[src/pkg/cell_sel_pkg.sv]
/*
  Package for the logic cell input selection stage: register word
  indices, field positions, reset values, sizes and carriers.
  Assumes one 50 MHz clock and a word-addressed register bus.
*/
package cell_sel_pkg;

  // ----------------------------------------------------------------
  // Sizes
  // ----------------------------------------------------------------
  localparam int CELL_COUNT   = 4;   // Cells in the stage
  localparam int GATE_COUNT   = 4;   // Gates per cell
  localparam int SRC_COUNT    = 4;   // Data sources per cell
  localparam int SEL_W        = 3;   // Width of one select field
  localparam int ADDR_W       = 4;   // Word address width
  localparam int DATA_W       = 32;  // Bus data width

  // ----------------------------------------------------------------
  // Register word indices
  // ----------------------------------------------------------------
  localparam logic [3:0] SEL_IDX_BASE = 4'h0; // Mux select, cell 1
  localparam logic [3:0] GLS_IDX_BASE = 4'h1; // Gate enables, cell 1
  localparam logic [3:0] IDX_STRIDE   = 4'h2; // Words per cell

  // ----------------------------------------------------------------
  // Field positions
  // ----------------------------------------------------------------
  localparam int SRC1_LSB     = 0;   // Source 1 select, bits 2-0
  localparam int SRC3_LSB     = 8;   // Source 3 select, bits 10-8
  localparam int GATE_BYTE_W  = 8;   // One byte per gate
  localparam int TRUE_OFS     = 1;   // True enable within a pair
  localparam int INV_OFS      = 0;   // Inverted enable within a pair

  // ----------------------------------------------------------------
  // Reset values
  // ----------------------------------------------------------------
  localparam logic [2:0]  SEL_RESET = 3'h0;        // Pin input B
  localparam logic [31:0] GLS_RESET = 32'h00000000; // All withheld

  // ----------------------------------------------------------------
  // Timing
  // ----------------------------------------------------------------
  localparam int SYNC_STAGES  = 2;   // Flops in a synchroniser

  // ----------------------------------------------------------------
  // Carriers
  // ----------------------------------------------------------------
  // Event and pin inputs, asynchronous to the clock
  typedef struct packed {
    logic [3:0] cell_pin_input_b;     // Input B pin per cell
    logic       comparator_one;       // Comparator 1 output
    logic       comparator_three;     // Comparator 3 output
    logic [2:0] uart_tx;              // Serial ports 1..3 transmit
    logic [2:0] serial_data_in;       // Serial peripherals 1..3 in
    logic       adc_done;             // ADC conversion done
    logic [1:0] dma_irq;              // DMA channels 0..1
    logic [2:0] multi_compare_match;  // Multi compare units 1..3
    logic       single_compare5_match; // Single compare 5 match
    logic       single_compare7_match; // Single compare 7 match
    logic [3:0] single_compare_out;   // Units 5, 6, 7A, 3A outputs
    logic       real_time_clock_event; // Real-time-clock event
  } periph_in_t;

  // Gate terms: per cell one word laid out as the enable register
  typedef logic [CELL_COUNT-1:0][DATA_W-1:0] gate_terms_t;

  // Selected sources 1 and 3, per cell
  typedef struct packed {
    logic [CELL_COUNT-1:0] src1;
    logic [CELL_COUNT-1:0] src3;
  } selected_t;

endpackage

[src/logic/bit_sync.sv]
/*
  Two-flop synchroniser bank of parameterised width.
  Assumes inputs are levels that stay put for at least two clocks.
*/
`timescale 1ns/100ps
module bit_sync
  import cell_sel_pkg::*;
#(
  parameter int WIDTH = 8
) (
  input  wire logic             clock,
  input  wire logic             srst,
  input  wire logic [WIDTH-1:0] async_in,
  output logic      [WIDTH-1:0] sync_out
);

  typedef struct packed {
    logic [WIDTH-1:0] stage1;  // Only read by stage2
    logic [WIDTH-1:0] stage2;  // Safe to use
  } sync_state_t;

  sync_state_t state_ff;
  sync_state_t nxt_state;

  // Shift the inputs through two stages
  always_comb begin
    nxt_state        = state_ff;
    nxt_state.stage1 = async_in;
    nxt_state.stage2 = state_ff.stage1;
  end

  // Register the state
  always_ff @(posedge clock) begin
    if (srst) begin
      state_ff <= '0;
    end else begin
      state_ff <= nxt_state;
    end
  end

  assign sync_out = state_ff.stage2;

endmodule // bit_sync

[src/logic/cell_source_mux.sv]
/*
  Eight-way source selector for one data source of one cell.
  Assumes the caller ties reserved candidates to zero.
*/
`timescale 1ns/100ps
module cell_source_mux
  import cell_sel_pkg::*;
(
  input  wire logic [7:0]       cand,
  input  wire logic [SEL_W-1:0] code,
  output logic                  picked
);

  // Pick the candidate named by the code
  always_comb begin
    picked = cand[code];
  end

endmodule // cell_source_mux

[src/logic/cell_input_select.sv]
/*
  Input selection stage of four configurable logic cells: source 1
  and source 3 multiplexers, and the gate source enable matrix, set
  up by software over an Avalon-MM slave with waitrequest.
  Assumes one clock, synchronous active-high reset, event inputs
  asynchronous, source 2 and 4 inputs and cell outputs synchronous.
*/
// Design decisions made here: the Avalon-MM register port and the address map.
// Behaviour
// [RULE_01] Cell 1 source 3 codes route listed sources
// [RULE_02] Cell 2 source 3 codes route listed sources
// [RULE_03] Cell 3 source 3 codes; 111 reserved
// [RULE_04] Cell 4 source 3; 011, 111 reserved
// [RULE_05] Cell 1 source 1 codes route listed sources
// [RULE_06] Cell 2 source 1 codes route listed sources
// [RULE_07] Cell 3 source 1 codes route listed sources
// [RULE_08] Cell 4 source 1; code 011 reserved
// [RULE_09] One enable byte per gate, source 4 first
// [RULE_10] True enable passes the uninverted source
// [RULE_11] Negated enable passes the inverted source
// [RULE_12] Unimplemented select bits ignore writes, read zero
// [RULE_13] Synchronise sources; reserved codes give low
`timescale 1ns/100ps
module cell_input_select
  import cell_sel_pkg::*;
#(
  parameter int CELLS = CELL_COUNT
) (
  input  wire logic                  clock,
  input  wire logic                  srst,
  // Avalon-MM slave
  input  wire logic [ADDR_W-1:0]     address,
  input  wire logic                  read,
  input  wire logic                  write,
  input  wire logic [DATA_W-1:0]     writedata,
  input  wire logic [3:0]            byteenable,
  output logic      [DATA_W-1:0]     readdata,
  output logic                       waitrequest,
  // Sources
  input  wire periph_in_t            periph_in,
  input  wire logic [CELL_COUNT-1:0] cell_out,
  input  wire logic [CELL_COUNT-1:0] source2_in,
  input  wire logic [CELL_COUNT-1:0] source4_in,
  // Results
  output gate_terms_t                gate_terms,
  output selected_t                  selected
);

  // ----------------------------------------------------------------
  // Parameter check
  // ----------------------------------------------------------------
  generate
    if (CELLS != CELL_COUNT) begin : g_bad_cells
      $error("cell_input_select serves exactly four cells");
    end
  endgenerate

  // ----------------------------------------------------------------
  // State
  // ----------------------------------------------------------------
  typedef struct packed {
    logic [CELL_COUNT-1:0][SEL_W-1:0]  src1_sel; // source1_select
    logic [CELL_COUNT-1:0][SEL_W-1:0]  src3_sel; // source3_select
    logic [CELL_COUNT-1:0][DATA_W-1:0] gls;      // Gate enables
    logic                              ack;      // Answer cycle
    logic [DATA_W-1:0]                 rdata;    // Read data
    gate_terms_t                       terms;    // Gated sources
    selected_t                         sel_out;  // Chosen sources
  } sel_state_t;

  sel_state_t state_ff;   // Registered state
  sel_state_t nxt_state;  // Next state

  // ----------------------------------------------------------------
  // Input synchronisation
  // ----------------------------------------------------------------
  periph_in_t ev_sync;                       // Synchronised events
  logic [$bits(periph_in_t)-1:0] ev_raw;     // Flat view of events
  logic [$bits(periph_in_t)-1:0] ev_flat;    // Flat synchronised

  assign ev_raw  = periph_in;
  assign ev_sync = periph_in_t'(ev_flat);

  // Events cross into the clock domain before any mux  [RULE_13]
  bit_sync #(
    .WIDTH    ($bits(periph_in_t))
  ) u_ev_sync (
    .clock    (clock),
    .srst     (srst),
    .async_in (ev_raw),
    .sync_out (ev_flat)
  );

  // ----------------------------------------------------------------
  // Candidate tables
  // ----------------------------------------------------------------
  logic [CELL_COUNT-1:0][7:0] cand1;  // Source 1 candidates
  logic [CELL_COUNT-1:0][7:0] cand3;  // Source 3 candidates
  logic [CELL_COUNT-1:0]      pick1;  // Chosen source 1
  logic [CELL_COUNT-1:0]      pick3;  // Chosen source 3

  // Build the per-cell candidate lists, reserved entries low
  always_comb begin
    cand1 = '0;
    cand3 = '0;
    // Cell 1, source 3
    cand3[0][0] = ev_sync.cell_pin_input_b[0];      // [RULE_01]
    cand3[0][1] = cell_out[1];                      // [RULE_01]
    cand3[0][2] = ev_sync.comparator_one;           // [RULE_01]
    cand3[0][3] = ev_sync.uart_tx[0];               // [RULE_01]
    cand3[0][4] = ev_sync.adc_done;                 // [RULE_01]
    cand3[0][5] = ev_sync.dma_irq[0];               // [RULE_01]
    cand3[0][6] = ev_sync.multi_compare_match[0];   // [RULE_01]
    cand3[0][7] = 1'b0;                             // [RULE_13]
    // Cell 2, source 3
    cand3[1][0] = ev_sync.cell_pin_input_b[1];      // [RULE_02]
    cand3[1][1] = cell_out[0];                      // [RULE_02]
    cand3[1][2] = ev_sync.comparator_one;           // [RULE_02]
    cand3[1][3] = ev_sync.uart_tx[1];               // [RULE_02]
    cand3[1][4] = ev_sync.adc_done;                 // [RULE_02]
    cand3[1][5] = ev_sync.dma_irq[1];               // [RULE_02]
    cand3[1][6] = ev_sync.multi_compare_match[0];   // [RULE_02]
    cand3[1][7] = 1'b0;                             // [RULE_13]
    // Cell 3, source 3
    cand3[2][0] = ev_sync.cell_pin_input_b[2];      // [RULE_03]
    cand3[2][1] = cell_out[3];                      // [RULE_03]
    cand3[2][2] = ev_sync.comparator_one;           // [RULE_03]
    cand3[2][3] = ev_sync.uart_tx[2];               // [RULE_03]
    cand3[2][4] = ev_sync.adc_done;                 // [RULE_03]
    cand3[2][5] = ev_sync.dma_irq[0];               // [RULE_03]
    cand3[2][6] = ev_sync.multi_compare_match[1];   // [RULE_03]
    cand3[2][7] = 1'b0;                             // [RULE_13]
    // Cell 4, source 3
    cand3[3][0] = ev_sync.cell_pin_input_b[3];      // [RULE_04]
    cand3[3][1] = cell_out[2];                      // [RULE_04]
    cand3[3][2] = ev_sync.comparator_one;           // [RULE_04]
    cand3[3][3] = 1'b0;                             // [RULE_13]
    cand3[3][4] = ev_sync.adc_done;                 // [RULE_04]
    cand3[3][5] = ev_sync.dma_irq[1];               // [RULE_04]
    cand3[3][6] = ev_sync.multi_compare_match[2];   // [RULE_04]
    cand3[3][7] = 1'b0;                             // [RULE_13]
    // Cell 1, source 1
    cand1[0][0] = ev_sync.cell_pin_input_b[0];      // [RULE_05]
    cand1[0][1] = cell_out[1];                      // [RULE_05]
    cand1[0][2] = ev_sync.single_compare_out[0];    // [RULE_05]
    cand1[0][3] = ev_sync.serial_data_in[0];        // [RULE_05]
    cand1[0][4] = ev_sync.comparator_three;         // [RULE_05]
    cand1[0][5] = ev_sync.real_time_clock_event;    // [RULE_05]
    cand1[0][6] = ev_sync.multi_compare_match[0];   // [RULE_05]
    cand1[0][7] = ev_sync.single_compare5_match;    // [RULE_05]
    // Cell 2, source 1
    cand1[1][0] = ev_sync.cell_pin_input_b[1];      // [RULE_06]
    cand1[1][1] = cell_out[0];                      // [RULE_06]
    cand1[1][2] = ev_sync.single_compare_out[1];    // [RULE_06]
    cand1[1][3] = ev_sync.serial_data_in[1];        // [RULE_06]
    cand1[1][4] = ev_sync.comparator_three;         // [RULE_06]
    cand1[1][5] = ev_sync.real_time_clock_event;    // [RULE_06]
    cand1[1][6] = ev_sync.multi_compare_match[0];   // [RULE_06]
    cand1[1][7] = ev_sync.single_compare5_match;    // [RULE_06]
    // Cell 3, source 1
    cand1[2][0] = ev_sync.cell_pin_input_b[2];      // [RULE_07]
    cand1[2][1] = cell_out[3];                      // [RULE_07]
    cand1[2][2] = ev_sync.single_compare_out[2];    // [RULE_07]
    cand1[2][3] = ev_sync.serial_data_in[2];        // [RULE_07]
    cand1[2][4] = ev_sync.comparator_three;         // [RULE_07]
    cand1[2][5] = ev_sync.real_time_clock_event;    // [RULE_07]
    cand1[2][6] = ev_sync.multi_compare_match[1];   // [RULE_07]
    cand1[2][7] = ev_sync.single_compare7_match;    // [RULE_07]
    // Cell 4, source 1
    cand1[3][0] = ev_sync.cell_pin_input_b[3];      // [RULE_08]
    cand1[3][1] = cell_out[2];                      // [RULE_08]
    cand1[3][2] = ev_sync.single_compare_out[3];    // [RULE_08]
    cand1[3][3] = 1'b0;                             // [RULE_13]
    cand1[3][4] = ev_sync.comparator_three;         // [RULE_08]
    cand1[3][5] = ev_sync.real_time_clock_event;    // [RULE_08]
    cand1[3][6] = ev_sync.multi_compare_match[2];   // [RULE_08]
    cand1[3][7] = ev_sync.single_compare7_match;    // [RULE_08]
  end

  // ----------------------------------------------------------------
  // Multiplexers, one pair per cell
  // ----------------------------------------------------------------
  genvar gc;
  generate
    for (gc = 0; gc < CELL_COUNT; gc++) begin : g_cell
      // Source 1 chosen by source1_select
      cell_source_mux u_mux1 (
        .cand   (cand1[gc]),
        .code   (state_ff.src1_sel[gc]),
        .picked (pick1[gc])
      );
      // Source 3 chosen by source3_select
      cell_source_mux u_mux3 (
        .cand   (cand3[gc]),
        .code   (state_ff.src3_sel[gc]),
        .picked (pick3[gc])
      );
    end
  endgenerate

  // ----------------------------------------------------------------
  // Register decode
  // ----------------------------------------------------------------
  logic                  req;      // Any bus request
  logic [ADDR_W-1:0]     rel_idx;  // Index from base
  logic [1:0]            hit_cell; // Addressed cell
  logic                  hit_gls;  // Gate enable word
  logic                  mapped;   // Address is ours
  logic [DATA_W-1:0]     rd_val;   // Word to return
  logic [DATA_W-1:0]     be_mask;  // Byte lane mask

  // Decode address into cell and word kind
  always_comb begin
    req      = read | write;
    rel_idx  = address - SEL_IDX_BASE;
    hit_cell = rel_idx[2:1];
    hit_gls  = rel_idx[0];
    mapped   = (rel_idx < (IDX_STRIDE * 4'(CELL_COUNT)));
    be_mask  = {{8{byteenable[3]}}, {8{byteenable[2]}},
                {8{byteenable[1]}}, {8{byteenable[0]}}};
    rd_val   = '0;
    if (mapped && hit_gls) begin
      rd_val = state_ff.gls[hit_cell];
    end else if (mapped) begin
      // Only the two select fields read back  [RULE_12]
      rd_val[SRC1_LSB +: SEL_W] = state_ff.src1_sel[hit_cell];
      rd_val[SRC3_LSB +: SEL_W] = state_ff.src3_sel[hit_cell];
    end
  end

  // ----------------------------------------------------------------
  // Next state
  // ----------------------------------------------------------------
  logic [DATA_W-1:0] gls_new;  // Merged gate enable word
  logic [DATA_W-1:0] src_t;    // Source pairs, true and inverted

  // Bus answer, register writes and the gate matrix
  always_comb begin
    nxt_state = state_ff;
    gls_new   = '0;
    src_t     = '0;
    // First request cycle: capture read data, answer next cycle
    if (req && !state_ff.ack) begin
      nxt_state.ack   = 1'b1;
      nxt_state.rdata = rd_val;
    end else begin
      nxt_state.ack   = 1'b0;
    end
    // Writes land on the answer edge only
    if (write && state_ff.ack && mapped) begin
      if (hit_gls) begin
        gls_new = (state_ff.gls[hit_cell] & ~be_mask)
                | (writedata & be_mask);
        nxt_state.gls[hit_cell] = gls_new;
      end else begin
        // Other bit positions are dropped  [RULE_12]
        if (byteenable[0]) begin
          nxt_state.src1_sel[hit_cell] =
            writedata[SRC1_LSB +: SEL_W];
        end
        if (byteenable[1]) begin
          nxt_state.src3_sel[hit_cell] =
            writedata[SRC3_LSB +: SEL_W];
        end
      end
    end
    // Gate matrix per cell
    for (int c = 0; c < CELL_COUNT; c++) begin
      for (int g = 0; g < GATE_COUNT; g++) begin
        // Pairs from source 4 at the top down to 1  [RULE_09]
        src_t[g*GATE_BYTE_W + 7] = source4_in[c];
        src_t[g*GATE_BYTE_W + 6] = ~source4_in[c];
        src_t[g*GATE_BYTE_W + 5] = pick3[c];
        src_t[g*GATE_BYTE_W + 4] = ~pick3[c];
        src_t[g*GATE_BYTE_W + 3] = source2_in[c];
        src_t[g*GATE_BYTE_W + 2] = ~source2_in[c];
        src_t[g*GATE_BYTE_W + 1] = pick1[c];
        src_t[g*GATE_BYTE_W + 0] = ~pick1[c];
      end
      // Enabled true and inverted forms pass  [RULE_10] [RULE_11]
      nxt_state.terms[c]        = src_t & state_ff.gls[c];
      nxt_state.sel_out.src1[c] = pick1[c];
      nxt_state.sel_out.src3[c] = pick3[c];
    end
  end

  // ----------------------------------------------------------------
  // State register
  // ----------------------------------------------------------------
  always_ff @(posedge clock) begin
    if (srst) begin
      state_ff <= '0;
      for (int c = 0; c < CELL_COUNT; c++) begin
        state_ff.src1_sel[c] <= SEL_RESET;
        state_ff.src3_sel[c] <= SEL_RESET;
        state_ff.gls[c]     <= GLS_RESET;
      end
    end else begin
      state_ff <= nxt_state;
    end
  end

  // ----------------------------------------------------------------
  // Outputs
  // ----------------------------------------------------------------
  assign waitrequest = req & ~state_ff.ack;  // Held one cycle
  assign readdata    = state_ff.rdata;
  assign gate_terms  = state_ff.terms;
  assign selected    = state_ff.sel_out;

endmodule // cell_input_select

[config.mk]
export PLATFORM = sky130hd
export DESIGN_NAME = cell_input_select
export DESIGN_NICKNAME = d
export VERILOG_FILES = /design/src/pkg/cell_sel_pkg.sv /design/src/logic/bit_sync.sv /design/src/logic/cell_source_mux.sv /design/src/logic/cell_input_select.sv
export SDC_FILE = /design/constraint.sdc
export NUM_CORES = 1
export LEC_CHECK = 0
export BUFFER_PORTS_ARGS = -buffer_cell sky130_fd_sc_hd__buf_2
export CAP_MARGIN = 15
export CORE_MARGIN = 5
export CORE_UTILIZATION = 35
export CTS_BUF_LIST = sky130_fd_sc_hd__clkbuf_4
export CTS_CLUSTER_SIZE = 25
export DETAILED_ROUTE_END_ITERATION = 16
export PLACE_DENSITY = 0.62
export SYNTH_ARGS = -nofsm -noshare
export SYNTH_HDL_FRONTEND = slang
export SYNTH_SLANG_ARGS = --single-unit
[constraint.sdc]
create_clock -name clock -period 5.35 [get_ports clock]
set_clock_uncertainty 0.15 [all_clocks]
set_input_delay 1.07 -clock clock [delete_from_list [all_inputs] [get_ports clock]]
set_output_delay 1.07 -clock clock [all_outputs]
set_load 0.02 [all_outputs]
==> results of run 1 <==
final cells by class:
class,instances,area (um2),share of cell area
Antenna cell,4,10.0,0.000595
Clock buffer,140,1050,0.0624
Clock inverter,21,140,0.00833
Inverter,4,15.0,0.000892
Multi-Input combinational cell,803,6050,0.359
Sequential cell,371,7430,0.441
Tap cell,585,732,0.0435
Timing Repair Buffer,267,1410,0.0836
how the worst max path moves through the flow:
stage                     startpoint             to  slack [ns]
final                     address[0]  state_ff[176]        2.28
after global routing      address[3]  state_ff[271]        2.24
after CTS                 address[0]  state_ff[176]        2.38
after detailed placement  address[0]  state_ff[176]        1.52
after global placement    address[3]  state_ff[175]        1.56
after floorplan                write    waitrequest        2.47
metrics by stage:
step | instance area [um2] | hold WS, ns | instances | util
finish | 16800 | 0.279 | 2195 | 0.389
global route | 16800 | 0.250 | 2194 | 0.389
CTS | 16800 | 0.240 | 2191 | 0.389
detailed placement | 15600 | 0.275 | 2030 | 0.361
global placement | 15600 | 0.282 | 2028 | 0.361
floorplan | 15400 | 0.264 | 1470 | -
sequential cells by signal, indices dropped and copies added (netlist names):
name,cells
state_ff,153
u_ev_sync.nxt_state,25
u_ev_sync.sync_out,25
gate_terms,128
selected,8
readdata,32
power breakdown:
group          switching, uW  total (uW)  internal, uW
registers               19.2        2810          2800
logic                    232         331          99.3
clock network           1130        2420          1280
synth_stat cells, drive strengths merged:
master / count / area share
inv: 4 / 0.00098
nor3b: 32 / 0.016
buf: 233 / 0.11
and2b: 1 / 0.00057
nand2: 75 / 0.019
a32o: 6 / 0.0039
and3b: 32 / 0.018
and2: 70 / 0.029
nor4bb: 1 / 0.00065
nor2: 20 / 0.0050
nand4: 24 / 0.0098
or2: 1 / 0.00041
o31ai: 24 / 0.012
nand4bb: 1 / 0.00073
and4b: 1 / 0.00065
nor3: 1 / 0.00032
mux4: 43 / 0.067
a22oi: 13 / 0.0067
mux2: 1 / 0.00073
clkbuf: 59 / 0.015
nand3: 26 / 0.0085
dfxtp: 371 / 0.48
nor2b: 63 / 0.026
mux2i: 39 / 0.026
o21bai: 1 / 0.00049
nand2b: 22 / 0.0089
a311oi: 128 / 0.073
a21oi: 178 / 0.058
kinds of logic after synthesis:
| group | count (synthesis) |
|---|---|
| mux | 83 |
| buf+inv | 296 |
| flops | 371 |
| compound gates | 350 |
| simple gates | 370 |
per-layer routing:
layer / vias up / track usage / share of wire
met5: - / 0 / 0.0014
met4: 12 / 0.0836 / 0.033
met3: 126 / 0.0548 / 0.083
met2: 582 / 0.327 / 0.48
met1: 5827 / 0.243 / 0.40
li1: 5388 / - / -
==> impl_metrics.tcl, run 1 <==
set metrics [dict create \
    outcome "finished, final reports clean" \
    dr_total_vias 11900 \
    final_layout_size_suffix_gt1_frac 0.288 \
    holdPathEnd "u_ev_sync.sync_out[3]" \
    row_count 76 \
    synth_compound_area_frac 0.154 \
    htreeDepth 3 \
    r2r_end "state_ff[176]" \
    fmax_ghz 0.325 \
    pin_count 250 \
    crit_buf_inv 2 \
    path_cells "buf_2 -> and4b_4 -> and2_1 -> buf_4 -> a311oi_1" \
    yosys.area_share.simple 0.144 \
    cts_buffers 96 \
    path_depth 5 \
    worst_pin_slew_ns 1.14 \
    layout_common_cells "371 x dfxtp_1, 247 x buf_2, 178 x a21oi_1, 140 x clkbuf_4, 128 x a311oi_1" \
    ys_warn_count 0 \
    drtIter0Drc 957 \
    synthAdderAreaFrac 0 \
    core_area_um2 43300 \
    startpoint_type "input pin" \
    finalMaxSlewViolations 0 \
    p_per_area_nw_per_um2 331 \
    antenna_left 0 \
    synthesis.nets 1551 \
    dp_slack_ns 1.52 \
    first_global_vias 12100 \
    path_class "input pin to flop" \
    synthMuxAreaShare 0.0937 \
    slew_headroom 0.235 \
    hold_class "flop to flop" \
    period_minus_slack_ns 3.07 \
    grt_max_degree 151 \
    max_stage_delay_ns 0.85 \
    synth-seq-cells 371 \
    period_share 0.574 \
    firstDrtPassIters 5 \
    start_util 0.356 \
    cap_violations 0 \
    ys_seq_area_frac 0.483 \
    fin_ws_ns 2.28 \
    cts_setup_buffers 0 \
    numPortBuffers 249 \
    final_common_cell "dfxtp_1" \
    setup_tns_ns 0 \
    r2r_slack_ns 2.41 \
    finalHoldViolCount 0 \
    fin_total_pwr_uw 5560 \
    gp_congestion 0.844 \
    cp_max_fo 69 \
    tritoncts "done" \
    reg2reg_depth 4 \
    synth_cells 1470 \
    die_w_um 220 \
    crit_required_ns 5.81 \
    fill_cells 4335 \
    clock-root-buffer "clkbuf_4" \
    viasPerCell 5.44 \
    synth_top_family_by_area "compound AO/OA/AOI/OAI gates" \
    insertion_delay_ns 0.82 \
    worstPathArrival_ns 3.53 \
    antenna_found_initial 10 \
    grt_usage 0.198 \
    crit_path_top_delay_cell "and4b_4" \
    synth.distinct_cells 43 \
    clkTransAtPathRegs_ns 0.06 \
    area_growth_pct 9.38 \
    dieArea_um2 48300 \
    setup_violations 0 \
    cp_top_family "simple AND/OR/NAND/NOR gates" \
    die-height_um 220 \
    avgRoutedWirePerCell_um 22.3 \
    grt_pass1_wl_um 73100 \
    clockBufferDepth 3 \
    r2r_start "state_ff[168]" \
    holdPathStages 1 \
    endpoint_kind "flop" \
    grt_overflow 0 \
    max-vdd-ir-drop_mv 0.177 \
    rsz0062_at_grt "no" \
    syn_avg_cell_area_um2 10.5 \
    total_leakage_power_uw 0.00663 \
    nNetsFinal 1624 \
    worstHoldStart "u_ev_sync.nxt_state[3]" \
    wl_um 49000 \
    cts_hold_buf 0 \
    place.detailed.hpwl_um 33600 \
    drc_errors 0 \
    cts-resized-gates 0 \
    syn_area_um2 15400 \
    cts.sinks 371 \
    synthXorXnorAreaFrac 0 \
]
(Power assumes the default switching activity.)
==> inputs of run 2 (changes only) <==
==> constraint.sdc (replaced) <==
create_clock -name clock -period 3.1 [get_ports clock]
set_clock_uncertainty 0.15 [all_clocks]
set_input_delay 0.62 -clock clock [delete_from_list [all_inputs] [get_ports clock]]
set_output_delay 0.62 -clock clock [all_outputs]
set_load 0.02 [all_outputs]
==> run 2 against run 1 <==
Effect of this change: flip-flop and latch count unchanged; count of clock-buffer cells in the layout decreased by 1; via count increased by 2.3%; hold slack got worse by 0.21 ns; sequential share of layout area down 1.5 points; critical path type is now flop to primary output; die area did not move; sequential power is 73% higher.
==> impl_metrics.tcl, run 2 (same netlist as run 1, synthesis figures left out) <==
set metrics [dict create \
    setup_violations 0 \
    cap_violations 0 \
    r2r_start "state_ff[168]" \
    clockBufferDepth 3 \
    r2r_slack_ns 0.99 \
    insertion_delay_ns 0.83 \
    regArea_um2 7430 \
    first_global_vias 12100 \
    final_layout_size_suffix_gt1_frac 0.287 \
    row_count 76 \
    max-vdd-ir-drop_mv 0.215 \
    cts_setup_buffers 0 \
    period_share 0.823 \
    pin_count 250 \
    drtIter0Drc 1128 \
    cts-resized-gates 0 \
    use_met3 0.0452 \
    cp_max_fo 10 \
    die-height_um 220 \
    grt_max_degree 126 \
    grt_usage 0.196 \
    tritoncts "done" \
    start_util 0.356 \
    max_stage_delay_ns 0.34 \
    total_leakage_power_uw 0.00690 \
    area_growth_pct 13.2 \
    cp_top_family "buffers and inverters" \
    dr_total_vias 12200 \
    grt_use_met1 0.251 \
    startpoint_type "flop" \
    antenna_left 0 \
    gr-usage-met2 0.329 \
    dp.cells 2048 \
    crit_required_ns 2.33 \
    hold_slack_ns 0.0670 \
    crit_buf_inv 2 \
    clock-root-buffer "clkbuf_4" \
    drc_errors 0 \
    endpoint_kind "primary output" \
    layout_common_cells "371 x dfxtp_1, 247 x buf_2, 178 x a21oi_1, 139 x clkbuf_4, 128 x a311oi_1" \
    period_minus_slack_ns 2.55 \
    avgRoutedWirePerCell_um 21.8 \
    seqPwrFrac 0.500 \
    internal_power_uw 7260 \
    p_sw_frac 0.252 \
    slew_headroom 0.447 \
    cts_buffers 97 \
    crit_path_top_delay_cell "dfxtp_1" \
    outcome "finished, final reports clean" \
    worstSetupStartpoint "state_ff[168]" \
    comb_power_share 0.065 \
    die_w_um 220 \
    worstHoldStart "writedata[29]" \
    multi_input_area_um2 6050 \
    wl_um 49300 \
    finalMaxSlewViolations 0 \
    setup_tns_ns 0 \
    cts_hold_buf 40 \
    dieArea_um2 48300 \
    grt_pass1_wl_um 73000 \
    path_cells "o21bai_4 -> inv_2 -> buf_2" \
    finalHoldViolCount 0 \
    numPortBuffers 249 \
    hold_class "input pin to flop" \
    path_class "flop to primary output" \
    gp_congestion 0.909 \
    fmax_ghz 0.392 \
    viasPerCell 5.40 \
    worstPathArrival_ns 1.78 \
    top_usage_layer "met2" \
    core_area_um2 43300 \
    rsz0062_at_grt "no" \
    grt_overflow 0 \
    p_per_area_nw_per_um2 557 \
    worst_pin_slew_ns 0.829 \
    p_sw_uw 2440 \
    htreeDepth 3 \
    cts.sinks 371 \
    firstDrtPassIters 7 \
    final_common_cell "dfxtp_1" \
    largest-register "state_ff" \
    largest_reg_flops 153 \
    antenna_found_initial 10 \
    clockPowerShare 0.434 \
    fill_cells 4268 \
    place.detailed.hpwl_um 33800 \
    clkTransAtPathRegs_ns 0.06 \
    final-instance-count-excl-fill 2262 \
    nNetsFinal 1683 \
]
run 2: cell types whose count changed in the layout (fill, tap and decap cells not counted), sizes merged:
cell / previous run / this run
inv: 6 / 5
diode: 4 / 7
buf: 266 / 284
clkbuf: 141 / 140
clkinv: 17 / 24
dlygate4sd3: 0 / 40
clkinvlp: 0 / 1
run 2: area by class of cell:
cell class / instances / area share
antenna: 7 / 0.00101
clock buffer: 139 / 0.0599
clock inverter: 28 / 0.0101
inverter: 4 / 0.000862
multi-input combinational: 803 / 0.347
sequential: 371 / 0.426
tap: 585 / 0.0420
timing repair buffer: 325 / 0.113
run 2: worst paths after layout:
kind                             to  cells past startpoint
min reg2reg  u_ev_sync.sync_out[14]                      1
max reg2reg           state_ff[296]                      5
min                   state_ff[294]                      3
max                     waitrequest                      3
run 2: through the flow:
stage | util | total power, uW | cell area, um2 | worst slack, ns
floorplan | - | 5320 | 15400 | 1.08
global placement | 0.365 | 5540 | 15800 | 0.467
detailed placement | 0.365 | 5550 | 15800 | 0.415
CTS | 0.402 | 9810 | 17400 | 0.482
global route | 0.403 | 10100 | 17400 | 0.443
finish | 0.403 | 9710 | 17400 | 0.549
run 2: worst register-to-register path, cell delays in order, from the launching register on:
cell	delay [ns]
dfxtp_1	0.38
and4b_4	0.42
buf_12	0.30
and2_1	0.27
buf_4	0.25
a311oi_1	0.13
run 2: power groups by stage:
stage / Clock [uW] / Combinational, uW / Sequential, uW
after floorplan: 0 / 377 / 4950
after global placement: 0 / 577 / 4960
after detailed placement: 0 / 585 / 4960
after CTS: 4330 / 627 / 4860
after global routing: 4600 / 673 / 4860
final: 4220 / 634 / 4860
run 2: layer usage:
layer | up-vias | share of wire
met5 | - | 0.00026
met4 | 2 | 0.024
met3 | 99 | 0.083
met2 | 612 | 0.48
met1 | 5964 | 0.41
li1 | 5528 | -
